===== src/hw/tsdr_defs.vh =====
// Constants for the tile status and debug register bank.
// Included by tsdr_regs.v; definitions only.
`ifndef TSDR_DEFS_VH
`define TSDR_DEFS_VH
`define TSDR_ADDR_TILE_CELL_OSC    8'h07
`define TSDR_ADDR_TILE_WIRE_OSC    8'h08
`define TSDR_ADDR_PERIPH_CELL_OSC  8'h09
`define TSDR_ADDR_PERIPH_WIRE_OSC  8'h0A
`define TSDR_ADDR_MEMORY_SIZE      8'h0C
`define TSDR_ADDR_STATUS_WORD      8'h10
`define TSDR_ADDR_PROGRAM_COUNTER  8'h11
`define TSDR_ADDR_STACK_POINTER    8'h12
`define TSDR_ADDR_THREAD_SELECT    8'h13
`define TSDR_ADDR_REGISTER_SELECT  8'h14
`define TSDR_ADDR_ENTRY_CAUSE      8'h15
`define TSDR_STATUS_WORD_MASK      32'h000007DF
`define TSDR_STATUS_WRITE_MASK     32'h000006DF
`define TSDR_STATUS_RO_ISSUE_BIT   8
`define TSDR_CAUSE_NONE            3'h0
`define TSDR_CAUSE_HOST            3'h1
`define TSDR_CAUSE_DEBUG_CALL      3'h2
`define TSDR_CAUSE_INSTR_BREAK     3'h3
`define TSDR_CAUSE_DATA_WATCH      3'h4
`define TSDR_CAUSE_RESOURCE_WATCH  3'h5
`define TSDR_CAUSE_LSB             0
`define TSDR_THREAD_LSB            8
`define TSDR_INDEX_LSB             16
`define TSDR_OSC_WIDTH             16
`define TSDR_MEMORY_SIZE_DEFAULT   30'h00020000
`endif


===== src/hw/tsdr_regs.v =====
// Tile status and debug register bank: oscillator counters, memory size,
// and the state captured on debug interrupt entry.
// Assumes the core presents reads and writes on CLK; oscillator edges arrive
// asynchronously and are synchronised here before counting.
// MEMORY_SIZE_WORDS must match the RAM fitted beside the core.
//
// Behaviour
// - Oscillator registers: 16-bit count, upper zero
// - Oscillator counts survive system reset
// - Four counters at addresses 0x07 to 0x0A
// - Memory size in bits 31:2, low zero
// - Debug entry captures status, PC, SP
// - Status word bit layout as defined
// - Thread 8-bit, register 5-bit operand selects
// - Cause code records trigger, resets zero
// - Breakpoint index zero for host, call
// - Lowest simultaneous breakpoint index wins
// - Thread number zero for host requests
`timescale 1ns/1ps
`default_nettype none
`include "tsdr_defs.vh"

module tsdr_regs #(
   parameter [29:0] MEMORY_SIZE_WORDS = `TSDR_MEMORY_SIZE_DEFAULT
) (
   // Clock and reset
   input  wire        CLK,
   input  wire        NRST,
   // Register access from the core
   input  wire [7:0]  ADDR,
   input  wire        WR_EN,
   input  wire [31:0] WR_DATA,
   input  wire        RD_EN,
   output reg  [31:0] RD_DATA,
   output reg         RD_VALID,
   // Debug mode and entry event from the pipeline
   input  wire        DEBUG_MODE,
   input  wire        DEBUG_ENTRY,
   input  wire [2:0]  ENTRY_CAUSE,
   input  wire [7:0]  ENTRY_THREAD,
   input  wire [3:0]  ENTRY_HIT,
   input  wire [31:0] SAVED_STATUS_WORD,
   input  wire [31:0] SAVED_PROGRAM_COUNTER,
   input  wire [31:0] SAVED_STACK_POINTER,
   // Ring oscillators: enables and asynchronous oscillator edges
   input  wire        CORE_OSC_ENABLE,
   input  wire        PERIPH_OSC_ENABLE,
   input  wire [3:0]  OSC_IN,
   // Operand selects for the remote register read
   output reg  [7:0]  REMOTE_THREAD,
   output reg  [4:0]  REMOTE_REGISTER
);

   // Lowest set hit bit; bit 0 has the highest priority
   function [1:0] tsdr_lowest;
      input [3:0] hit;
      begin
         if (hit[0]) begin
            tsdr_lowest = 2'h0;
         end else if (hit[1]) begin
            tsdr_lowest = 2'h1;
         end else if (hit[2]) begin
            tsdr_lowest = 2'h2;
         end else begin
            tsdr_lowest = 2'h3;
         end
      end
   endfunction

   // Oscillator registers show the count in the low half only
   function [31:0] tsdr_osc_word;
      input [15:0] count;
      begin
         tsdr_osc_word = {16'h0000, count};
      end
   endfunction

   // Packs cause, thread and index into their register fields
   function [31:0] tsdr_cause_word;
      input [2:0] code;
      input [7:0] thread;
      input [1:0] index;
      begin
         tsdr_cause_word = {14'h0000, index, thread, 5'h00, code};
      end
   endfunction

   // Host requests and debug calls name no hardware unit
   function [1:0] tsdr_entry_index;
      input [2:0] code;
      input [3:0] hit;
      begin
         if (code == `TSDR_CAUSE_HOST || code == `TSDR_CAUSE_DEBUG_CALL
             || hit == 4'h0) begin
            tsdr_entry_index = 2'h0;
         end else begin
            tsdr_entry_index = tsdr_lowest(hit);
         end
      end
   endfunction

   // Synchroniser, edge detector and counters
   reg  [3:0]  osc_meta;
   reg  [3:0]  osc_sync;
   reg  [3:0]  osc_prev;
   reg  [15:0] osc_count [0:3];
   wire [3:0]  osc_enable;
   reg  [31:0] status_word;
   reg  [31:0] program_counter;
   reg  [31:0] stack_pointer;
   reg  [2:0]  cause;
   reg  [7:0]  cause_thread;
   reg  [1:0]  cause_index;
   reg  [7:0]  next_cause_thread;
   reg  [1:0]  next_cause_index;
   reg  [31:0] next_rd_data;
   reg         debug_write;
   integer     i;

   // Counters power up at zero and carry no reset, so a system reset
   // leaves the last count readable
   initial begin
      for (i = 0; i < 4; i = i + 1) begin
         osc_count[i] = 16'h0000;
      end
   end

   // Tile oscillators follow the core enable, peripheral ones the other
   assign osc_enable = {PERIPH_OSC_ENABLE, PERIPH_OSC_ENABLE,
                        CORE_OSC_ENABLE, CORE_OSC_ENABLE};

   // Two flops settle the asynchronous edges; only the second feeds logic
   always @(posedge CLK) begin
      osc_meta <= OSC_IN;
      osc_sync <= osc_meta;
      osc_prev <= osc_sync;
   end

   // No reset branch so a system reset leaves the counts intact
   always @(posedge CLK) begin
      for (i = 0; i < 4; i = i + 1) begin
         if (osc_enable[i] && osc_sync[i] && !osc_prev[i]) begin
            osc_count[i] <= osc_count[i] + 16'h0001;
         end
      end
   end

   // Outside debug mode every write vanishes without an answer
   always @* begin
      debug_write = WR_EN && DEBUG_MODE;
   end

   // Values that an entry in this cycle would capture
   always @* begin
      next_cause_thread = ENTRY_THREAD;
      next_cause_index  = tsdr_entry_index(ENTRY_CAUSE, ENTRY_HIT);
      if (ENTRY_CAUSE == `TSDR_CAUSE_HOST) begin
         next_cause_thread = 8'h00;
      end
   end

   // Saved status word, program counter and stack pointer
   // Entry wins over a write in the same cycle; that write is lost
   always @(posedge CLK) begin
      if (!NRST) begin
         status_word     <= 32'h00000000;
         program_counter <= 32'h00000000;
         stack_pointer   <= 32'h00000000;
      end else if (DEBUG_ENTRY) begin
         status_word     <= SAVED_STATUS_WORD & `TSDR_STATUS_WORD_MASK;
         program_counter <= SAVED_PROGRAM_COUNTER;
         stack_pointer   <= SAVED_STACK_POINTER;
      end else if (debug_write) begin
         case (ADDR)
            `TSDR_ADDR_STATUS_WORD: begin
               // Bit 8 stays read-only; only the masked fields take the write
               status_word <= (status_word & ~`TSDR_STATUS_WRITE_MASK)
                              | (WR_DATA & `TSDR_STATUS_WRITE_MASK);
            end
            `TSDR_ADDR_PROGRAM_COUNTER: begin
               program_counter <= WR_DATA;
            end
            `TSDR_ADDR_STACK_POINTER: begin
               stack_pointer <= WR_DATA;
            end
            default: begin
            end
         endcase
      end
   end

   // Cause, thread and index of the latest debug entry
   always @(posedge CLK) begin
      if (!NRST) begin
         cause        <= `TSDR_CAUSE_NONE;
         cause_thread <= 8'h00;
         cause_index  <= 2'h0;
      end else if (DEBUG_ENTRY) begin
         cause        <= ENTRY_CAUSE;
         cause_thread <= next_cause_thread;
         cause_index  <= next_cause_index;
      end else if (debug_write && ADDR == `TSDR_ADDR_ENTRY_CAUSE) begin
         cause        <= WR_DATA[2:0];
         cause_thread <= WR_DATA[15:8];
         cause_index  <= WR_DATA[17:16];
      end
   end

   // Operand selects for the remote register read
   always @(posedge CLK) begin
      if (!NRST) begin
         REMOTE_THREAD   <= 8'h00;
         REMOTE_REGISTER <= 5'h00;
      end else if (debug_write && !DEBUG_ENTRY) begin
         case (ADDR)
            `TSDR_ADDR_THREAD_SELECT: begin
               REMOTE_THREAD <= WR_DATA[7:0];
            end
            `TSDR_ADDR_REGISTER_SELECT: begin
               REMOTE_REGISTER <= WR_DATA[4:0];
            end
            default: begin
            end
         endcase
      end
   end

   // Unmapped registers read back as zero
   always @* begin
      next_rd_data = 32'h00000000;
      case (ADDR)
         `TSDR_ADDR_TILE_CELL_OSC: begin
            next_rd_data = tsdr_osc_word(osc_count[0]);
         end
         `TSDR_ADDR_TILE_WIRE_OSC: begin
            next_rd_data = tsdr_osc_word(osc_count[1]);
         end
         `TSDR_ADDR_PERIPH_CELL_OSC: begin
            next_rd_data = tsdr_osc_word(osc_count[2]);
         end
         `TSDR_ADDR_PERIPH_WIRE_OSC: begin
            next_rd_data = tsdr_osc_word(osc_count[3]);
         end
         `TSDR_ADDR_MEMORY_SIZE: begin
            // Size is fixed per die, so it comes from a parameter
            next_rd_data = {MEMORY_SIZE_WORDS, 2'b00};
         end
         `TSDR_ADDR_STATUS_WORD: begin
            next_rd_data = status_word;
         end
         `TSDR_ADDR_PROGRAM_COUNTER: begin
            next_rd_data = program_counter;
         end
         `TSDR_ADDR_STACK_POINTER: begin
            next_rd_data = stack_pointer;
         end
         `TSDR_ADDR_THREAD_SELECT: begin
            next_rd_data = {24'h000000, REMOTE_THREAD};
         end
         `TSDR_ADDR_REGISTER_SELECT: begin
            next_rd_data = {27'h0000000, REMOTE_REGISTER};
         end
         `TSDR_ADDR_ENTRY_CAUSE: begin
            next_rd_data = tsdr_cause_word(cause, cause_thread, cause_index);
         end
         default: begin
            next_rd_data = 32'h00000000;
         end
      endcase
   end

   // Read data is registered; counts may be mid-change unless the
   // oscillator was stopped beforehand
   always @(posedge CLK) begin
      if (!NRST) begin
         RD_VALID <= 1'b0;
      end else begin
         RD_VALID <= RD_EN;
      end
   end

   // RD_DATA holds the last answer between reads
   always @(posedge CLK) begin
      if (!NRST) begin
         RD_DATA <= 32'h00000000;
      end else if (RD_EN) begin
         RD_DATA <= next_rd_data;
      end
   end

endmodule
`default_nettype wire


===== config.mk =====
export PLATFORM = sky130hd
export DESIGN_NAME = tsdr_regs
export DESIGN_NICKNAME = d
export VERILOG_FILES = /design/src/hw/tsdr_regs.v
export VERILOG_INCLUDE_DIRS = /design/src /design/src/hw
export SDC_FILE = /design/constraint.sdc
export NUM_CORES = 1
export LEC_CHECK = 0
export ABC_AREA = 1
export BUFFER_PORTS_ARGS = -buffer_cell sky130_fd_sc_hd__buf_2
export CAP_MARGIN = 5
export CORE_MARGIN = 5
export CORE_UTILIZATION = 35
export CTS_CLUSTER_SIZE = 16
export DETAILED_ROUTE_END_ITERATION = 7
export SETUP_SLACK_MARGIN = 0.4
export SLEW_MARGIN = 20
export SYNTH_ARGS = -nofsm -noshare
export SYNTH_HDL_FRONTEND = slang
export SYNTH_SLANG_ARGS = --single-unit

===== constraint.sdc =====
create_clock -name CLK -period 4.2 [get_ports CLK]
set_clock_uncertainty 0.15 [all_clocks]
set_input_delay 0.21 -clock CLK [delete_from_list [all_inputs] [get_ports CLK]]
set_output_delay 0.21 -clock CLK [all_outputs]
set_load 0.005 [all_outputs]

# Yosys cells after proc, flatten, opt, wreduce, memory -nomap -nowiden
# Memories as Yosys holds them, arrays and structs flattened.
# Cells that the tools add are included.
# word_totals
register_bits,167
ram_bits,64
inputBits,163
out_inout_bits,46
elab_cells,94
memories,1
# classes
add_sub_neg,4
eq_ne,13
n_mux,29
bitwise_logic,2
n_reduce_logical,31
# memory_table
memory,words,word_bits,rd,rd_ports_with_merged_regs,write_ports,line,text
osc_count,4,16,4,0,4,tsdr_regs.v:106,reg [15:0] osc_count [0:3];
# ops
operator,count
case mux 32 bit (11 select lines),1
2-to-1 mux 32 bit,6
adder 16 x 1 -> 16 bit (second input constant),4
equality test 8 x 5 -> 1 bit (second input constant),6
2-to-1 mux 11 bit,3
equality test 8 x 4 -> 1 bit (second input constant),4
bitwise OR 32 x 11 -> 32 bit,1
2-to-1 mux 8 bit,3
AND reduction 2 bit,6
logical AND 1 bit,11
2-to-1 mux 2 bit,5
nonzero test 2 bit,5
2-to-1 mux 1 bit,9
equality test 8 x 3 -> 1 bit (second input constant),1
2-to-1 mux 3 bit,2
zero test 1 bit,5
zero test 4 bit,1
equality test 3 x 1 -> 1 bit (second input constant),1
equality test 3 x 2 -> 1 bit (second input constant),1
logical OR 1 bit,2
OR reduction 2 bit,1
NOT 1 bit,1

# Longest topological paths before layout
# Gate-level depths: netlist (run 1).
# depth
word_depth,5
depth_mapped,12

# Worst setup path after synthesis (run 1)
# OpenSTA, ideal clock, no wires.
# synth_timing
kind,flip-flop to flip-flop
from,mem osc_count[2][0]
to,mem osc_count[2][14] (data pin)
arrival_ns,1.381
t_required_ns,3.791
slack_ns,2.410
path_stages_with_launch,8
n_path_buf,0
synth_period_minus_slack_ns,1.790
path_cell_list,edfxtp_1 > ha_1 > nand2_1 > nor2_1 > nand3_1 > nor3_1 > nand4_1 > xor2_1
# synth_rtl
item,line
start: declaration,tsdr_regs.v:106

# Worst setup path in the final report (run 1)
# layout_timing
from,in ADDR[6]
to,reg program_counter[28]
# layout_between
elab_chain_len,3
# layout_rtl
item,line,text
start: declaration,tsdr_regs.v:30,"input wire [7:0] ADDR,"
equality test 8 x 5 -> 1 bit,tsdr_regs.v:174,case (ADDR)
nonzero test 2 bit (no line),n/a,
AND reduction 2 bit (no line),n/a,
end signal: assignment,tsdr_regs.v:167,program_counter <= 32'h00000000;
end signal: assignment,tsdr_regs.v:171,program_counter <= SAVED_PROGRAM_COUNTER;
end signal: assignment,tsdr_regs.v:181,program_counter <= WR_DATA;
end: declaration,tsdr_regs.v:109,reg [31:0] program_counter;
# No other way between the ends.
# A chain may end at the register's enable or synchronous reset.

==> results of run 1 <==
[kinds of logic after synthesis]
logic type      count (synthesis)  share of synthesized area (%)
fa+ha+maj                       4                         0.4879
xor+xnor                       53                          4.525
flops                         209                          47.03
compound gates                227                          12.42
simple gates                  662                          28.09
buf+inv                       178                          7.452
[path summary, 6_finish.rpt]
| check | from | to | slack [ns] | depth (start not counted) |
|---|---|---|---|---|
| max reg2reg | osc_count[2][0] | osc_count[2][14] | 2.09 | 7 |
| min reg2reg | osc_meta[2] | osc_sync[2] | 0.17 | 0 |
| min | ENTRY_THREAD[7] | cause_thread[7] | 0.01 | 5 |
| max | ADDR[6] | program_counter[28] | 1.54 | 10 |
[cells in the final DEF, fill, tap and decap left out, types with 21 or more instances in the layout]
cell type	netlist	layout
edfxtp_1	64	64
o21ai_1	21	21
dfxtp_1	145	145
dlygate4sd3_1	0	146
clkbuf_16	0	25
nor2_1	119	119
buf_2	22	185
a31oi_1	39	39
inv_1	101	101
a22oi_1	28	28
nand2_1	363	363
a21oi_1	91	91
o21ai_0	45	45
xor2_1	49	49
nand3_1	123	123
[power groups by stage]
stage / sequential (mW) / clock [mW] / combinational [mW]
final: 2.19 / 2.04 / 0.457
after global routing: 2.20 / 2.15 / 0.501
after global placement: 2.23 / 0 / 0.339
after detailed placement: 2.23 / 0 / 0.343
after floorplan: 2.22 / 0 / 0.207
after CTS: 2.19 / 2.07 / 0.451
[sequential cells by signal, indices dropped and copies added, names as in the netlist]
name / count
REMOTE_THREAD: 8
RD_DATA: 32
osc_count: 64
cause: 3
RD_VALID: 1
cause_thread: 8
stack_pointer: 32
program_counter: 32
cause_index: 2
status_word: 10
osc_sync: 4
osc_meta: 4
osc_prev: 4
REMOTE_REGISTER: 5
[stage by stage]
| stage | std cells | total power [mW] | setup slack [ns] | hold slack (ns) |
|---|---|---|---|---|
| final | 2039 | 4.684 | 1.538 | 0.01116 |
| after detailed placement | 1851 | 2.576 | 1.628 | 0.1646 |
| after global routing | 2039 | 4.846 | 1.444 | 0.02642 |
| after CTS | 2038 | 4.710 | 1.633 | 0.0004178 |
| after floorplan | 1333 | 2.430 | 2.410 | 0.08772 |
| after global placement | 1851 | 2.570 | 1.649 | 0.1599 |
[Yosys cell counts (2+ instances only)]
master / number / area [um^2]
clkinv_1: 2 / 7.510
a22oi_1: 28 / 210.2
nand3_2: 3 / 30.03
edfxtp_1: 64 / 1922
a31oi_1: 39 / 244.0
ha_1: 4 / 50.05
nand2_2: 9 / 56.30
dfxtp_1: 145 / 2903
xnor2_1: 4 / 35.03
nor2_2: 6 / 37.54
nor3_2: 5 / 50.05
buf_2: 22 / 110.1
inv_2: 7 / 26.28
nor3_1: 11 / 55.05
nand2_1: 363 / 1363
nand3b_1: 5 / 37.54
buf_4: 12 / 90.09
xor2_1: 49 / 429.2
nand4_1: 2 / 12.51
o21ai_0: 45 / 225.2
nor2_4: 12 / 135.1
buf_6: 3 / 33.78
o21ai_1: 21 / 105.1
a21oi_1: 91 / 455.4
buf_1: 3 / 11.26
nor2_1: 119 / 446.7
inv_1: 101 / 379.1
a21oi_2: 2 / 17.52
nand3_1: 123 / 615.6
clkbuf_1: 27 / 101.4
[routing by layer]
layer	vias to the layer above	track usage (%)	share of wire (%)
li1	5005	-	-
met1	4729	27.34	44
met2	335	33.36	47
met3	50	2.896	6.7
met4	0	5.764	2.1
met5	-	0	0
[worst reg2reg max path: stages, from the launching register on]
cell      delay [ns]
edfxtp_1        0.40
ha_1            0.21
nand2_1         0.07
nor2_1          0.17
nand3_1         0.18
nor3_1          0.35
nand4_1         0.16
xor2_1          0.17
[what timing repair did]
action | 4_1_cts | 5_1_grt
hold buffers | 146 | 0
hold endpoints to repair | 103 | 0
resized for setup | 0 | 0
[final cells by class]
class	count	area, um^2
Tap cell	384	480.5
Clock buffer	35	694.4
Fill cell	2894	15200
Multi-Input combinational cell	946	4674
Inverter	111	419.2
Clock inverter	6	56.30
Antenna cell	1	2.502
Timing Repair Buffer	347	2507
Sequential cell	209	4825
==> results.md, run 1 <==
- Status: completed
- Share of flip-flops with an asynchronous set or reset: 0%
- Htree depth: 1
- CTS tree: yes
- ANT nets after route: 0
- Number of antenna violations at the first check in global routing: 1
- Buffers on Ports: 186
- F_max: 375.7 MHz
- Final Util: 47.33%
- Clock Latency Late Sink: 0.52 ns
- WS Path Type: input port to flip-flop
- Clock network fraction of total power: 43.5%
- Largest stage delay, worst path: 0.59 ns
- Proportion of layout cells with a drive suffix above 1: 17.29%
- GRT overflow: 0
- Nets: 1,805
- Clock Path Buffers: 3
- Syn Area/Cell: 7.696 um^2
- Sequential area share after synthesis: 47.03%
- Final instance area: 13,660 um^2
- Die H: 181.2 um
- Sequential power share: 46.8%
- Pins Over Slew Limit: 0
- Sw frac: 23.91%
- Horiz. Die Dim: 181.2 um
- All-Layer GR Usage: 20.09%
- Post-CTS Setup Inserts: 0
- CP Data Required Time: 4.51 ns
- Unrepaired setup endpoints after global routing: false
- First-pass GRT wire length: 53,780 um
- IO Pins: 209
- Final Routed Wirelength: 34,240 um
- Psw: 1.120 mW
- Worst Path Max Fanout: 27
- Synth Instances: 1,333
- DR WL/cell: 16.79 um
- EDFF count, synth: 64
- Die area: 32,830 um^2
- Slew margin rel.: 36.03%
- Cell variety after synth: 36
- Worst min path class: input port to flip-flop
- 1st-iter DRT viols: 744
- Fin. Hold Viols: 0
- Num CTS Buffers: 23
- Layout area overhead: 33.15%
- Post-Syn Area: 10,260 um^2
- # rows: 62
- First-pass iteration count of the detailed router: 5
- Setup TNS: 0 ns
- Max IR drop VDD: 315.8 uV
- Post-synth net total: 1,500
- Vias: 10,119
- Largest net degree at the start of global routing: 61
- Setup crit end kind: flip-flop
- Comb pwr share: 9.8%
- Final setup viols: 0
- Core Footprint: 28,860 um^2
- RD Place Congestion: 0.8778
- Slowest-stage cell, CP: nor2_4
- Clock root buffer: clkbuf_16
- Yosys reg bits: 209
- Critical Path AT: 2.97 ns
- Critical-path cell list: buf_2 > inv_1 > nand2_2 > nor2_4 > nand2_2 > nor2_4 > buf_4 > nand2_1 > a31oi_1 > dlygate4sd3_1
- Worst path bufs/invs: 4
- Synth warn: 0
- Number of remaining DRC errors: 0
- Leak Pwr: 5.934 nW
- Power Dens Cells: 342.9 nW/um^2
- Detailed Place HPWL: 23,380 um
- Tcrit/Tclk final: 63.37%
- Max-cap viol count: 0
- Ys flop type: dfxtp_1
- Vias in the first global route: 10,028
- Reg clk slew, reported paths: 0.06 ns
- Clock sinks: 209
- Initial Util: 35.55%
- Top Family by Delay on Critical Path: simple AND/OR/NAND/NOR gates
- Vias per cell: 4.963
- Slew @ Worst Pin: 0.9586 ns
- Cell Int Power: 3.564 mW
- Period minus WS final: 2.662 ns
- DP Area: 11,440 um^2
- Crit path launch type: input port
No activity file was read; power rests on OpenSTA's default activity.
==> run 2, diff against run 1 <==
==> constraint.sdc (replaced) <==
create_clock -name CLK -period 2.8 [get_ports CLK]
set_clock_uncertainty 0.15 [all_clocks]
set_input_delay 0.14 -clock CLK [delete_from_list [all_inputs] [get_ports CLK]]
set_output_delay 0.14 -clock CLK [all_outputs]
set_load 0.005 [all_outputs]
==> results.md, run 2 (synthesis results as in run 1) <==
- Initial Util: 35.55% (unchanged)
- Horiz. Die Dim: 181.2 um (unchanged)
- Proportion of layout cells with a drive suffix above 1: 17.43% (+0.14 points)
- Clock sinks: 209 (unchanged)
- Setup TNS: 0 ns (unchanged)
- All-Layer GR Usage: 20.08% (about the same)
- Fin worst setup slack: 0.5891 ns (-0.9493 ns)
- Clock Path Buffers: 3 (unchanged)
- Worst min path class: input port to flip-flop
- Post-CTS Setup Inserts: 0 (unchanged)
- Slew margin rel.: 35.37% (-0.66 points)
- GRT overflow: 0 (unchanged)
- Origin of the worst min-delay path: WR_DATA[9]
- Top reg by flops: osc_count
- R2R Setup Slk: 0.69 ns (-1.40 ns)
- Clock Latency Late Sink: 0.53 ns (about the same)
- First-pass iteration count of the detailed router: 5 (unchanged)
- Num CTS Buffers: 25 (+8.7%)
- Reg clk slew, reported paths: 0.06 ns (about the same)
- Period minus WS final: 2.211 ns
- 1st-iter DRT viols: 890 (+20%)
- Unrepaired setup endpoints after global routing: false
- Max IR drop VDD: 320.2 uV (+1.4%)
- F_max: 452.3 MHz
- Hold Path Cell Cnt: 5 (unchanged)
- Pins Over Slew Limit: 0 (unchanged)
- Vias in the first global route: 10,110 (+0.82%)
- Detailed Place HPWL: 23,570 um (+0.80%)
- Core Footprint: 28,860 um^2 (unchanged)
- R2R depth: 7 (unchanged)
- Worst Path Max Fanout: 32 (+19%)
- ANT nets after route: 0 (unchanged)
- Crit path launch type: input port
- CP Data Required Time: 3.11 ns (-1.40 ns)
- Largest net degree at the start of global routing: 67 (+9.8%)
- Vias per cell: 5.025 (+1.2%)
- Critical Path AT: 2.52 ns (-0.45 ns)
- Nets: 1,841 (+2.0%)
- Fin. Hold Viols: 0 (unchanged)
- RD Place Congestion: 0.9216 (+5.0%)
- Vias: 10,436 (+3.1%)
- Placement Setup Slack: 0.5973 ns (-1.031 ns)
- Clock root buffer: clkbuf_16
- Slew @ Worst Pin: 0.9684 ns (+0.009878 ns)
- Layout area overhead: 37.21%
- Die H: 181.2 um (unchanged)
- Power Dens Cells: 520.9 nW/um^2 (+52%)
- Worst r2r src: osc_count[2][0]
- R2r endpoint: osc_count[2][14]
- Hold EP: stack_pointer[9]
- Most frequent cells in the layout: nand2_1 (363), buf_2 (185), dlygate4sd3_1 (173)
- Final Util: 48.78% (+1.4 points)
- Setup crit end kind: flip-flop
- Leak Pwr: 6.108 nW (+2.9%)
- Most common cell after layout, fill and taps aside: nand2_1
- Total power: 7.333 mW (+57%)
- IO Pins: 209 (unchanged)
- Buffers on Ports: 186 (unchanged)
- DR WL/cell: 16.55 um (-1.5%)
- Tcrit/Tclk final: 78.96%
- First-pass GRT wire length: 54,430 um (+1.2%)
- Number of remaining DRC errors: 0 (unchanged)
- Htree depth: 1 (unchanged)
- CTS tree: yes
- Max-cap viol count: 0 (unchanged)
- Final setup viols: 0 (unchanged)
- WS Path Type: input port to flip-flop
- Final Routed Wirelength: 34,370 um (+0.37%)
- Die area: 32,830 um^2 (unchanged)
- Status: completed
- Number of antenna violations at the first check in global routing: 2 (+1)
- Max FFs per register: 64 (unchanged)
- # rows: 62 (unchanged)
==> run 2: layout make-up <==
cell class	count	area (um^2)
fillers	2786	14780
repair buffers	381	2830
diodes	1	2.502
multi-input cells	946	4674
clock buffers	41	770.7
flip-flops and latches	209	4825
inverters	111	419.2
clock inverters	4	73.82
well taps	384	480.5
==> run 2: power by group <==
group | leakage [nW] | internal [mW] | switching, mW | total [mW]
combinational | 3.92 | 0.354 | 0.373 | 0.726
sequential | 1.78 | 3.23 | 0.0602 | 3.29
clock | 0.414 | 2.05 | 1.27 | 3.32
total | 6.11 | 5.63 | 1.70 | 7.33
==> run 2: worst max-delay path by stage <==
stage | startpoint | to | slack [ns]
after global placement | ADDR[2] | program_counter[0] | 0.59
after global routing | ADDR[7] | program_counter[8] | 0.50
final | ADDR[7] | program_counter[8] | 0.59
after floorplan | osc_count[2][0] | osc_count[2][14] | 1.01
after CTS | DEBUG_ENTRY | program_counter[0] | 0.40
after detailed placement | ADDR[2] | program_counter[5] | 0.60
==> run 2: critical path: stages <==
cell           delay (ns)
buf_2                0.10
inv_1                0.07
nand2_2              0.09
nor2_4               0.37
nand2_2              0.15
nor2_4               0.16
buf_4                0.43
nand2_1              0.20
a31oi_1              0.20
dlygate4sd3_1        0.58
==> run 2: metal layers <==
metal / share of wire (%) / GRT usage (%) / vias up
met1: 44 / 27.97 / 4905
li1: - / - / 5077
met4: 2.4 / 5.614 / 2
met5: 0.023 / 0 / -
met2: 46 / 32.45 / 395
met3: 7.3 / 3.157 / 57
==> run 2: per-stage QoR <==
stage               hold WS, ns  instance area, um^2  instances
finish                  0.02917                14080       2077
CTS                     0.01825                14070       2076
detailed placement      0.09645                11490       1858
global route            0.05516                14080       2077
global placement        0.09245                11490       1858
floorplan               0.01772                10260       1333
==> run 2: what timing repair did <==
item                                   4_1_cts  5_1_grt
hold buffers                               173        0
setup endpoints to repair                    0        6
endpoints found under the hold margin      105        0
gates resized for setup                      0        1
